===== src/hw/trip_latch_cfg.svh =====
// Purpose: constants for the motor trip latch and indicator block
// Assumes: core_clk at 200 MHz
// Notes: register map on classic Wishbone, 32-bit words
//
// How it works
// (RULE1) trips stay latched until fieldbus reset
// (RULE2) auto reset off: only controller acknowledge clears
// (RULE3) auto reset on: clear once cause gone (code: overload, phase-loss and unbalance trips only)
// (RULE4) no fault history kept anywhere
// (RULE5) red indicator on while trip latched (code: double flash instead while bus supply low)
// (RULE6) latched trip sets its status bit
// (RULE7) phase current low raises phase-loss trip
// (RULE8) self-test fault trips, separate module flags
// (RULE9) missing sensor module raises a trip
// (RULE10) out-of-range parameter write raises trip
// (RULE11) low control voltage flagged, no trip
// (RULE12) overload trip: cooling shown, restart after
// (RULE13) line frequency undetected is indicated
// (RULE14) red double flash on low bus supply
// (RULE15) persisting cause keeps trip latched after reset
`ifndef TRIP_LATCH_CFG_SVH
`define TRIP_LATCH_CFG_SVH

`define ADR_CTRL      4'h0
`define ADR_STATUS    4'h1
`define ADR_CMD       4'h2
`define ADR_COOL      4'h3

`define CTRL_AUTO_BIT 0
`define CTRL_RUN_BIT  1
`define CMD_RESET_BIT 0

`define TRIP_OVERLOAD 0
`define TRIP_PHLOSS   1
`define TRIP_UNBAL    2
`define TRIP_FMHW     3
`define TRIP_SMHW     4
`define TRIP_SMMISS   5
`define TRIP_PARAM    6
`define TRIP_COUNT    7

`define ST_COOL_BIT   8
`define ST_VLOW_BIT   9
`define ST_FREQ_BIT   10
`define ST_RUN_BIT    11

`define COOL_DEF      32'h0000_03e8
`define FLASH_PERIOD_NS  1000000
`define CLK_PERIOD_NS    5
`define FLASH_DIV     (`FLASH_PERIOD_NS / `CLK_PERIOD_NS)
`define DFLASH_STEPS  4'ha

`endif


===== src/hw/trip_latch_pkg.sv =====
// Purpose: types for the motor trip latch block
// Assumes: nothing
// Notes: one state enum for the red pattern
package trip_latch_pkg;
  typedef enum logic [1:0] {
    RED_OFF,
    RED_ON,
    RED_DFLASH
  } red_mode_t;
endpackage : trip_latch_pkg


===== src/hw/motor_trip_latch_indicator.sv =====
// Purpose: trip latching, auto reset, cooling and LED drive
// Assumes: trip causes from measurement logic, same clock except pins
// Notes: no history store; registers on classic Wishbone
//
// Decided for this implementation: the register offsets and the Wishbone register port.
`include "trip_latch_cfg.svh"
`timescale 1ns/1ps
`default_nettype none

module motor_trip_latch_indicator #(
  parameter int unsigned FLASH_DIV = `FLASH_DIV
) (
  input  wire logic              core_clk,
  input  wire logic              rst,
  input  wire logic              wb_cyc_i,
  input  wire logic              wb_stb_i,
  input  wire logic              wb_we_i,
  input  wire logic [5:2]        wb_adr_i,
  input  wire logic [3:0]        wb_sel_i,
  input  wire logic [31:0]       wb_dat_i,
  output logic      [31:0]       wb_dat_o,
  output logic                   wb_ack_o,
  input  wire logic              fieldbus_reset_cmd,
  input  wire logic              thermal_overload_det,
  input  wire logic [2:0]        phase_below_thresh,
  input  wire logic              unbalance_det,
  input  wire logic              function_module_hw_fault_det,
  input  wire logic              sensor_module_hw_fault_det,
  input  wire logic              sensor_module_missing_pin,
  input  wire logic              param_write_strobe,
  input  wire logic              param_out_of_limits,
  input  wire logic              ctrl_voltage_low_pin,
  input  wire logic              line_freq_lost,
  input  wire logic              bus_supply_low_pin,
  output logic [`TRIP_COUNT-1:0] trip_status,
  output logic                   function_module_hw_fault_flag,
  output logic                   sensor_module_hw_fault_flag,
  output logic                   cooling_running,
  output logic                   restart_permit,
  output logic                   ctrl_voltage_low_flag,
  output logic                   line_freq_flag,
  output logic                   red_led,
  output logic                   green_led
);
  import trip_latch_pkg::*;

  // ----------------------------------------
  // pin synchronisers
  // ----------------------------------------
  logic [2:0] sync1_ff;
  logic [2:0] sync2_ff;

  always_ff @(posedge core_clk or posedge rst) begin
    if (rst) begin
      sync1_ff <= 3'h0;
      sync2_ff <= 3'h0;
    end else begin
      sync1_ff <= {bus_supply_low_pin, ctrl_voltage_low_pin, sensor_module_missing_pin};
      sync2_ff <= sync1_ff;
    end
  end

  wire logic smiss_s = sync2_ff[0];
  wire logic vlow_s  = sync2_ff[1];
  wire logic bus_s   = sync2_ff[2];

  // ----------------------------------------
  // wishbone registers
  // ----------------------------------------
  logic        auto_reset_ff;
  logic        run_ff;
  logic        sw_reset_ff;
  logic [31:0] cool_len_ff;
  logic        ack_ff;
  logic [31:0] rdat_ff;

  wire logic bus_req = wb_cyc_i && wb_stb_i && !ack_ff;
  wire logic bus_wr  = bus_req && wb_we_i;

  function automatic logic [31:0] merge_sel(input logic [31:0] old_v,
                                            input logic [31:0] new_v,
                                            input logic [3:0]  sel);
    logic [31:0] r;
    r = old_v;
    for (int i = 0; i < 4; i++) begin
      if (sel[i]) begin
        r[i*8 +: 8] = new_v[i*8 +: 8];
      end
    end
    return r;
  endfunction : merge_sel

  always_ff @(posedge core_clk or posedge rst) begin
    if (rst) begin
      auto_reset_ff <= 1'b0; // RULE2
      run_ff        <= 1'b0;
      cool_len_ff   <= `COOL_DEF;
    end else if (bus_wr && wb_adr_i == `ADR_CTRL && wb_sel_i[0]) begin
      auto_reset_ff <= wb_dat_i[`CTRL_AUTO_BIT];
      run_ff        <= wb_dat_i[`CTRL_RUN_BIT];
    end else if (bus_wr && wb_adr_i == `ADR_COOL) begin
      cool_len_ff   <= merge_sel(cool_len_ff, wb_dat_i, wb_sel_i);
    end
  end

  always_ff @(posedge core_clk or posedge rst) begin
    if (rst) begin
      sw_reset_ff <= 1'b0;
    end else begin
      sw_reset_ff <= bus_wr && wb_adr_i == `ADR_CMD && wb_sel_i[0] && wb_dat_i[`CMD_RESET_BIT];
    end
  end

  logic [31:0] status_word;
  always_comb begin
    status_word = 32'h0;
    status_word[`TRIP_COUNT-1:0] = trip_status;
    status_word[`ST_COOL_BIT] = cooling_running;
    status_word[`ST_VLOW_BIT] = ctrl_voltage_low_flag;
    status_word[`ST_FREQ_BIT] = line_freq_flag;
    status_word[`ST_RUN_BIT]  = run_ff;
  end

  always_ff @(posedge core_clk or posedge rst) begin
    if (rst) begin
      ack_ff  <= 1'b0;
      rdat_ff <= 32'h0;
    end else begin
      ack_ff <= bus_req;
      if (bus_req) begin
        case (wb_adr_i)
          `ADR_CTRL:   rdat_ff <= {30'h0, run_ff, auto_reset_ff};
          `ADR_STATUS: rdat_ff <= status_word;
          `ADR_COOL:   rdat_ff <= cool_len_ff;
          default:     rdat_ff <= 32'h0;
        endcase
      end
    end
  end

  assign wb_ack_o = ack_ff;
  assign wb_dat_o = rdat_ff;

  // ----------------------------------------
  // trip latches
  // ----------------------------------------
  logic [`TRIP_COUNT-1:0] cause;
  logic [`TRIP_COUNT-1:0] auto_mask;
  logic                   ack_any;
  logic [`TRIP_COUNT-1:0] trip_ff;

  always_comb begin
    cause = '0;
    cause[`TRIP_OVERLOAD] = thermal_overload_det || cooling_running;
    cause[`TRIP_PHLOSS]   = |phase_below_thresh; // RULE7
    cause[`TRIP_UNBAL]    = unbalance_det;
    cause[`TRIP_FMHW]     = function_module_hw_fault_det; // RULE8
    cause[`TRIP_SMHW]     = sensor_module_hw_fault_det; // RULE8
    cause[`TRIP_SMMISS]   = smiss_s; // RULE9
    cause[`TRIP_PARAM]    = param_write_strobe && param_out_of_limits; // RULE10
    auto_mask = '0;
    auto_mask[`TRIP_OVERLOAD] = 1'b1;
    auto_mask[`TRIP_PHLOSS]   = 1'b1;
    auto_mask[`TRIP_UNBAL]    = 1'b1;
  end

  assign ack_any = fieldbus_reset_cmd || sw_reset_ff; // RULE2

  // set wins over clear; no history beyond present latches
  always_ff @(posedge core_clk or posedge rst) begin
    if (rst) begin
      trip_ff <= '0;
    end else begin
      for (int i = 0; i < `TRIP_COUNT; i++) begin
        if (cause[i]) begin
          trip_ff[i] <= 1'b1; // RULE1 RULE15
        end else if (ack_any) begin
          trip_ff[i] <= 1'b0; // RULE2
        end else if (auto_reset_ff && auto_mask[i]) begin
          trip_ff[i] <= 1'b0; // RULE3
        end
      end
    end
  end

  always_ff @(posedge core_clk or posedge rst) begin
    if (rst) begin
      trip_status                   <= '0;
      function_module_hw_fault_flag <= 1'b0;
      sensor_module_hw_fault_flag   <= 1'b0;
      ctrl_voltage_low_flag         <= 1'b0;
      line_freq_flag                <= 1'b0;
    end else begin
      trip_status                   <= trip_ff; // RULE6 RULE4
      function_module_hw_fault_flag <= trip_ff[`TRIP_FMHW]; // RULE8
      sensor_module_hw_fault_flag   <= trip_ff[`TRIP_SMHW]; // RULE8
      ctrl_voltage_low_flag         <= vlow_s; // RULE11
      line_freq_flag                <= line_freq_lost; // RULE13
    end
  end

  // ----------------------------------------
  // cooling time
  // ----------------------------------------
  logic [31:0] cool_cnt_ff;
  logic        tick;
  logic [31:0] div_ff;

  always_ff @(posedge core_clk or posedge rst) begin
    if (rst) begin
      div_ff <= 32'h0;
      tick   <= 1'b0;
    end else if (div_ff == 32'(FLASH_DIV - 1)) begin
      div_ff <= 32'h0;
      tick   <= 1'b1;
    end else begin
      div_ff <= div_ff + 32'h1;
      tick   <= 1'b0;
    end
  end

  always_ff @(posedge core_clk or posedge rst) begin
    if (rst) begin
      cool_cnt_ff <= 32'h0;
    end else if (thermal_overload_det) begin
      cool_cnt_ff <= cool_len_ff; // RULE12
    end else if (tick && cool_cnt_ff != 32'h0) begin
      cool_cnt_ff <= cool_cnt_ff - 32'h1;
    end
  end

  always_ff @(posedge core_clk or posedge rst) begin
    if (rst) begin
      cooling_running <= 1'b0;
      restart_permit  <= 1'b0;
    end else begin
      cooling_running <= cool_cnt_ff != 32'h0; // RULE12
      restart_permit  <= ~|trip_ff && cool_cnt_ff == 32'h0; // RULE12
    end
  end

  // ----------------------------------------
  // led patterns
  // ----------------------------------------
  red_mode_t red_mode;
  logic [3:0] step_ff;

  always_comb begin
    if (bus_s) begin
      red_mode = RED_DFLASH; // RULE14
    end else if (|trip_ff) begin
      red_mode = RED_ON; // RULE5
    end else begin
      red_mode = RED_OFF; // RULE14
    end
  end

  always_ff @(posedge core_clk or posedge rst) begin
    if (rst) begin
      step_ff <= 4'h0;
    end else if (tick) begin
      step_ff <= (step_ff == `DFLASH_STEPS - 4'h1) ? 4'h0 : step_ff + 4'h1;
    end
  end

  always_ff @(posedge core_clk or posedge rst) begin
    if (rst) begin
      red_led   <= 1'b0;
      green_led <= 1'b0;
    end else begin
      green_led <= run_ff;
      case (red_mode)
        RED_OFF:    red_led <= 1'b0;
        RED_ON:     red_led <= 1'b1; // RULE5
        RED_DFLASH: red_led <= (step_ff == 4'h0) || (step_ff == 4'h2); // RULE14
        default:    red_led <= 1'b0;
      endcase
    end
  end
endmodule : motor_trip_latch_indicator

`default_nettype wire


===== config.mk =====
export PLATFORM = sky130hd
export DESIGN_NAME = motor_trip_latch_indicator
export DESIGN_NICKNAME = d
export VERILOG_FILES = /design/src/hw/trip_latch_pkg.sv /design/src/hw/motor_trip_latch_indicator.sv
export VERILOG_INCLUDE_DIRS = /design/src /design/src/hw
export SDC_FILE = /design/constraint.sdc
export NUM_CORES = 1
export LEC_CHECK = 0
export ABC_AREA = 1
export BUFFER_PORTS_ARGS = -buffer_cell sky130_fd_sc_hd__buf_2
export CORE_UTILIZATION = 63
export CTS_CLUSTER_DIAMETER = 200
export DETAILED_ROUTE_END_ITERATION = 16
export PLACE_DENSITY_LB_ADDON = 0.15
export RECOVER_POWER = 100
export SYNTH_ARGS = -nofsm -noshare
export SYNTH_HDL_FRONTEND = slang
export SYNTH_SLANG_ARGS = --single-unit

===== constraint.sdc =====
create_clock -name core_clk -period 10.6 [get_ports core_clk]
set_input_delay 0 -clock core_clk [delete_from_list [all_inputs] [get_ports core_clk]]
set_output_delay 0 -clock core_clk [all_outputs]
set_load 0.05 [all_outputs]

# Yosys cells after proc, flatten, opt, wreduce, memory -nomap -nowiden
# Cells that the tools add are included.
# classes
n_addsub	3
eq_ne	8
muxes	19
n_bitwise	1
reduce_logical	35
# op_table
op	count
32-bit 2-to-1 mux	3
32-bit one-hot mux with 3 select lines	1
32-bit by 1-bit adder with 32-bit output (second input constant)	1
32-bit by 18-bit equality test with 1-bit output (second input constant)	1
32-bit logical NOT	1
32-bit nonzero test	1
32-bit by 1-bit subtractor with 32-bit output (second input constant)	1
4-bit by 2-bit equality test with 1-bit output (second input constant)	3
1-bit logical AND	12
1-bit 2-to-1 mux	12
3-bit AND reduction	4
2-bit nonzero test	5
3-bit nonzero test	3
4-bit logical NOT	2
7-bit OR reduction	1
4-bit by 1-bit adder with 4-bit output (second input constant)	1
4-bit by 1-bit equality test with 1-bit output (second input constant)	1
4-bit equality test (second input constant)	1
4-bit 2-to-1 mux	1
1-bit logical OR	3
3-bit OR reduction	1
2-bit by 1-bit equality test with 1-bit output (second input constant)	1
2-bit equality test (second input constant)	1
1-bit logical NOT	2
other kinds (3)	3
# word_totals
regBits	165
input_bits	59
out_inout_bits	48
elab_cells	97

# Logic depth before layout (Yosys ltp)
# depth
word_depth	7
ltp_mapped	11
depth_no_buf	11

# Least setup slack after synthesis
# Ideal clock, no wire load.
# synth_path
path_kind	register -> register
startpoint	register ack_ff, in the netlist wb_ack_o
endpoint	register cool_len_ff[16]
setup_time_ns	0.121
t_arrival_ns	1.698
t_required_ns	10.479
path_slack_ns	8.781
stages_incl_launch_ff	8
path_buffers	1
cell_sequence	dfrtp_1 nor2_2 inv_2 nor3b_2 nand3_2 buf_2 nand2_1 o21ai_1
# synth_via
elab_chain_cells	7
word_cells_on_any_way	8
# synth_lines
item	line	text
start: declaration	motor_trip_latch_indicator.sv:74	logic ack_ff;
start signal: assignment	motor_trip_latch_indicator.sv:129	ack_ff <= bus_req;
1-bit logical NOT (*)	motor_trip_latch_indicator.sv:77	wire logic bus_req = wb_cyc_i && wb_stb_i && !ack_ff;
1-bit logical AND (*)	motor_trip_latch_indicator.sv:77	
1-bit logical AND (*)	motor_trip_latch_indicator.sv:78	wire logic bus_wr = bus_req && wb_we_i;
1-bit logical AND (no line)	n/a	
1-bit logical AND	motor_trip_latch_indicator.sv:98	end else if (bus_wr && wb_adr_i == `ADR_CTRL && wb_sel_i[0]) begin
1-bit NOT (no line)	n/a	
3-bit AND reduction (no line) (*)	n/a	
end signal: assignment	motor_trip_latch_indicator.sv:97	cool_len_ff <= `COOL_DEF;
end signal: assignment	motor_trip_latch_indicator.sv:102	cool_len_ff <= merge_sel(cool_len_ff, wb_dat_i, wb_sel_i);
end: declaration	motor_trip_latch_indicator.sv:73	logic [31:0] cool_len_ff;
# Mark *: on every way between the ends. The rest lies on a longest branch, timed or not.
# A chain may end at the register's enable or synchronous reset.

# Worst setup path after layout
# layout_path
startpoint	register cool_cnt_ff[0]
endpoint	register cool_cnt_ff[4]
# layout_via
elab_chain_cells	3
word_cells_on_any_way	6
# layout_lines
item	line	text
start: declaration	motor_trip_latch_indicator.sv:205	logic [31:0] cool_cnt_ff;
start signal: assignment	motor_trip_latch_indicator.sv:226	cool_cnt_ff <= cool_len_ff;
start signal: assignment	motor_trip_latch_indicator.sv:228	cool_cnt_ff <= cool_cnt_ff - 32'h1;
32-bit by 1-bit subtractor with 32-bit output / 32-bit nonzero test (equally long branches)	motor_trip_latch_indicator.sv:228, motor_trip_latch_indicator.sv:227	
32-bit 2-to-1 mux / 1-bit logical AND (equally long branches)	motor_trip_latch_indicator.sv:227	end else if (tick && cool_cnt_ff != 32'h0) begin
32-bit 2-to-1 mux / 2-bit nonzero test (equally long branches)	n/a	
# Parallel ways exist; a longest one is shown, timed or not. The select of a mux whose other input is x is not followed.

==> impl_metrics.tcl <==
set metrics [dict create \
    outcome "complete, but fails checks" \
    violations "capacitance limit, slew limit" \
    finalWeightedCongestion 0.921 \
    area_growth_pct 19.7 \
    drt-total-wl_mm 23.0 \
    worst_clock_skew_ns 0.0105 \
    place.port_buffers 106 \
    track_usage_pct 36.4 \
    syn_inst 1062 \
    vias 7867 \
    cts_buffers 17 \
    rr_worst_depth 10 \
    grt_use_met1_pct 45.7 \
    fp.dieH_um 117 \
    ys.warnings.count 0 \
    synth_cell_types 39 \
    cap_violations 3 \
    min_period_ns 4.85 \
    power.switching_mw 0.593 \
    synth_nets 1123 \
    wl_per_cell_um 16.4 \
    dpl.cell_count 1313 \
    seqPwrFrac_pct 41.1 \
    via_per_inst 5.62 \
    cts_resized 0 \
    path_max_fanout 28 \
    worst_slack_ns 5.75 \
    worstMarginPinSlew_ns 3.84 \
    first_pass_iters 6 \
    io-pin-count 107 \
    cts_tree "done" \
    rsz0062_at_grt "no" \
    power.density_nw_per_um2 172 \
    startpoint_type "flip-flop" \
    grt_util_met2_pct 60.3 \
    relSlewSlack_pct -157 \
    vdd_ir_drop_max_mv 0.121 \
    yosysSeqAreaShare_pct 49.3 \
    grt_max_degree 92 \
    final_util_pct 78.0 \
    clock_sink_count 163 \
    grt_pass1_wl_mm 37.2 \
    hold_violations 0 \
    gr-max-usage-layer "met2" \
    drv_slew 144 \
    hold-worst-slack_ns 0.0457 \
    post_route_cells_drive_above_1_share_pct 10.7 \
    hold_class "input pin to flip-flop" \
    nets 1275 \
    ys_seq_elements 163 \
    ant_nets 0 \
    grt_overflow_total 0 \
    cp.required_ns 10.98 \
    use_met3_pct 7.42 \
    cp_data_arrival_time_ns 5.23 \
    power_frac_clock_pct 38.0 \
    h-tree-depth 4 \
    start_util_pct 65.2 \
    period_share_pct 45.7 \
    instances_no_fill 1399 \
    diodes 0 \
    grt_pass1_vias 7783 \
    worstSetupPathType "flip-flop to flip-flop" \
    finalSetupViolCount 0 \
    worstSkewPairLatency_ns 0.44 \
    p_comb_share_pct 20.9 \
    netlist_area_um2 8290 \
    dp_hpwl_mm 14.6 \
    die_w_um 117 \
    dieArea_um2 13600 \
    avgSynthCellArea_um2 7.81 \
    min_path_cells 5 \
    root_buffer "clkbuf_16" \
    tns_ns 0 \
    p_int_mw 1.11 \
    clock_path_buffers 2 \
    path_clk_slew_ns 0.08 \
    coreArea_um2 12700 \
    dpl_worst_slack_ns 8.08 \
    timing.fmax_ghz 0.206 \
    p_sw_share_pct 34.7 \
    first_iter_violations 765 \
    drc_errors 0 \
    endpoint_kind "flip-flop" \
    p_leak_nw 5.15 \
    rows 41 \
    antenna_found_initial 0 \
]
## layout by cell type (no fill, tap or decap), drive strengths merged, types with 8 or more instances in the layout
master	Yosys	routed
a21oi	9	9
a32o	8	8
buf	11	60
clkbuf	19	66
dfrtp	157	157
dlygate4sd3	0	54
inv	132	141
nand2	348	348
nand3	98	98
nand4	20	20
nor2	111	111
nor3	26	26
o21ai	57	57
xor2	24	24
## metrics by stage
step	power (mW)	area [um^2]
floorplan	0.967	8290
global placement	1.05	8920
detailed placement	1.06	8920
CTS	1.72	10100
global route	1.79	9930
finish	1.71	9930
## critical path, cell delays in order, from the launching register on
cell and delay (ns):
dfrtp_1 0.38, inv_1 0.10, ha_1 0.20, nand2_1 0.18, nor2_1 0.67, nand2_4 0.07
o21ai_0 1.35, nand2_1 1.13, inv_1 0.50, nand2_1 0.11, nand2_1 0.07
## cells by family after synthesis
group	after synthesis	share of synthesized area (%)
AO/OA/AOI/OAI	81	6.43
XOR/XNOR	30	3.17
flip-flops	163	49.3
buffers and inverters	163	7.78
adder cells (fa/ha/maj)	2	0.302
AND/OR/NAND/NOR	617	32.2
multiplexers	6	0.815
## sequential cells by signal, indices dropped and copies added (netlist names)
name                   cells
auto_reset_ff              1
restart_permit             1
green_led                  1
run_ff                     1
ctrl_voltage_low_flag      1
sw_reset_ff                1
sync1_ff                   3
tick                       1
red_led                    1
trip_status                7
cool_cnt_ff               32
wb_ack_o                   1
cool_len_ff               32
line_freq_flag             1
trip_ff                    7
cooling_running            1
sync2_ff                   3
step_ff                    4
div_ff                    32
wb_dat_o                  32
## power by group through the flow
stage	sequential [mW]	clock [mW]	combinational [mW]
after floorplan	0.718	0	0.249
after global placement	0.710	0	0.339
after detailed placement	0.710	0	0.346
after CTS	0.700	0.651	0.366
after global routing	0.706	0.675	0.404
final	0.702	0.649	0.357
## repair_timing
| action | in CTS | in global routing |
|---|---|---|
| hold endpoints to repair | 133 | 0 |
| buffers inserted | 0 | 0 |
| hold buffers | 54 | 0 |
## per-layer routing
metal	routed length [um]	vias to the layer above
li1	-	3664
met1	9230	3794
met2	11500	336
met3	1520	73
met4	726	0
met5	0	-
## synthesized netlist by cell type
master | instances | area (um^2)
nand2_1 | 341 | 1280
dfrtp_1 | 157 | 3930
inv_1 | 130 | 488
nor2_1 | 101 | 379
nand3_1 | 95 | 475
nor3_1 | 24 | 120
xor2_1 | 24 | 210
o21ai_1 | 23 | 115
nand4_1 | 20 | 125
clkbuf_1 | 19 | 71.3
o21ai_0 | 18 | 90.1
o21ai_2 | 15 | 131
a21oi_1 | 8 | 40.0
a32o_1 | 8 | 80.1
buf_2 | 6 | 30.0
dfstp_2 | 6 | 158
mux2_2 | 6 | 67.6
nor2_2 | 6 | 37.5
nor4_1 | 6 | 37.5
or2_2 | 6 | 37.5
xnor2_1 | 6 | 52.6
nand2_2 | 4 | 25.0
buf_4 | 3 | 22.5
nand2_4 | 3 | 33.8
nand3_2 | 3 | 30.0
nor2_4 | 3 | 33.8
o21bai_1 | 3 | 22.5
o31ai_1 | 3 | 22.5
buf_6 | 2 | 22.5
ha_1 | 2 | 25.0
inv_2 | 2 | 7.51
nor3_2 | 2 | 20.0
a21oi_2 | 1 | 8.76
clkinv_1 | 1 | 3.75
nor2_8 | 1 | 20.0
nor3b_2 | 1 | 12.5
o21ai_4 | 1 | 16.3
o22ai_1 | 1 | 6.26
or3_1 | 1 | 6.26
## worst paths after layout
kind / start / end / slack [ns]
min in group asynchronous: rst / trip_ff[2] / 1.26
max in group asynchronous: rst / cool_cnt_ff[21] / 7.18
worst max-delay path: cool_cnt_ff[0] / cool_cnt_ff[4] / 5.75
worst max register to register: cool_cnt_ff[0] / cool_cnt_ff[4] / 5.75
worst min register to register: sync1_ff[2] / sync2_ff[2] / 0.36
worst min-delay path: wb_adr_i[2] / wb_dat_o[10] / 0.05
## layout make-up
type                            instances  area [um^2]
Sequential cell                       163         4090
Multi-Input combinational cell        736         3460
Fill cell                             943         2790
Timing Repair Buffer                  163         1030
Inverter                              133          500
Clock buffer                           17          425
Tap cell                              172          215
Clock inverter                         15          208
(Power assumes the default switching activity.)
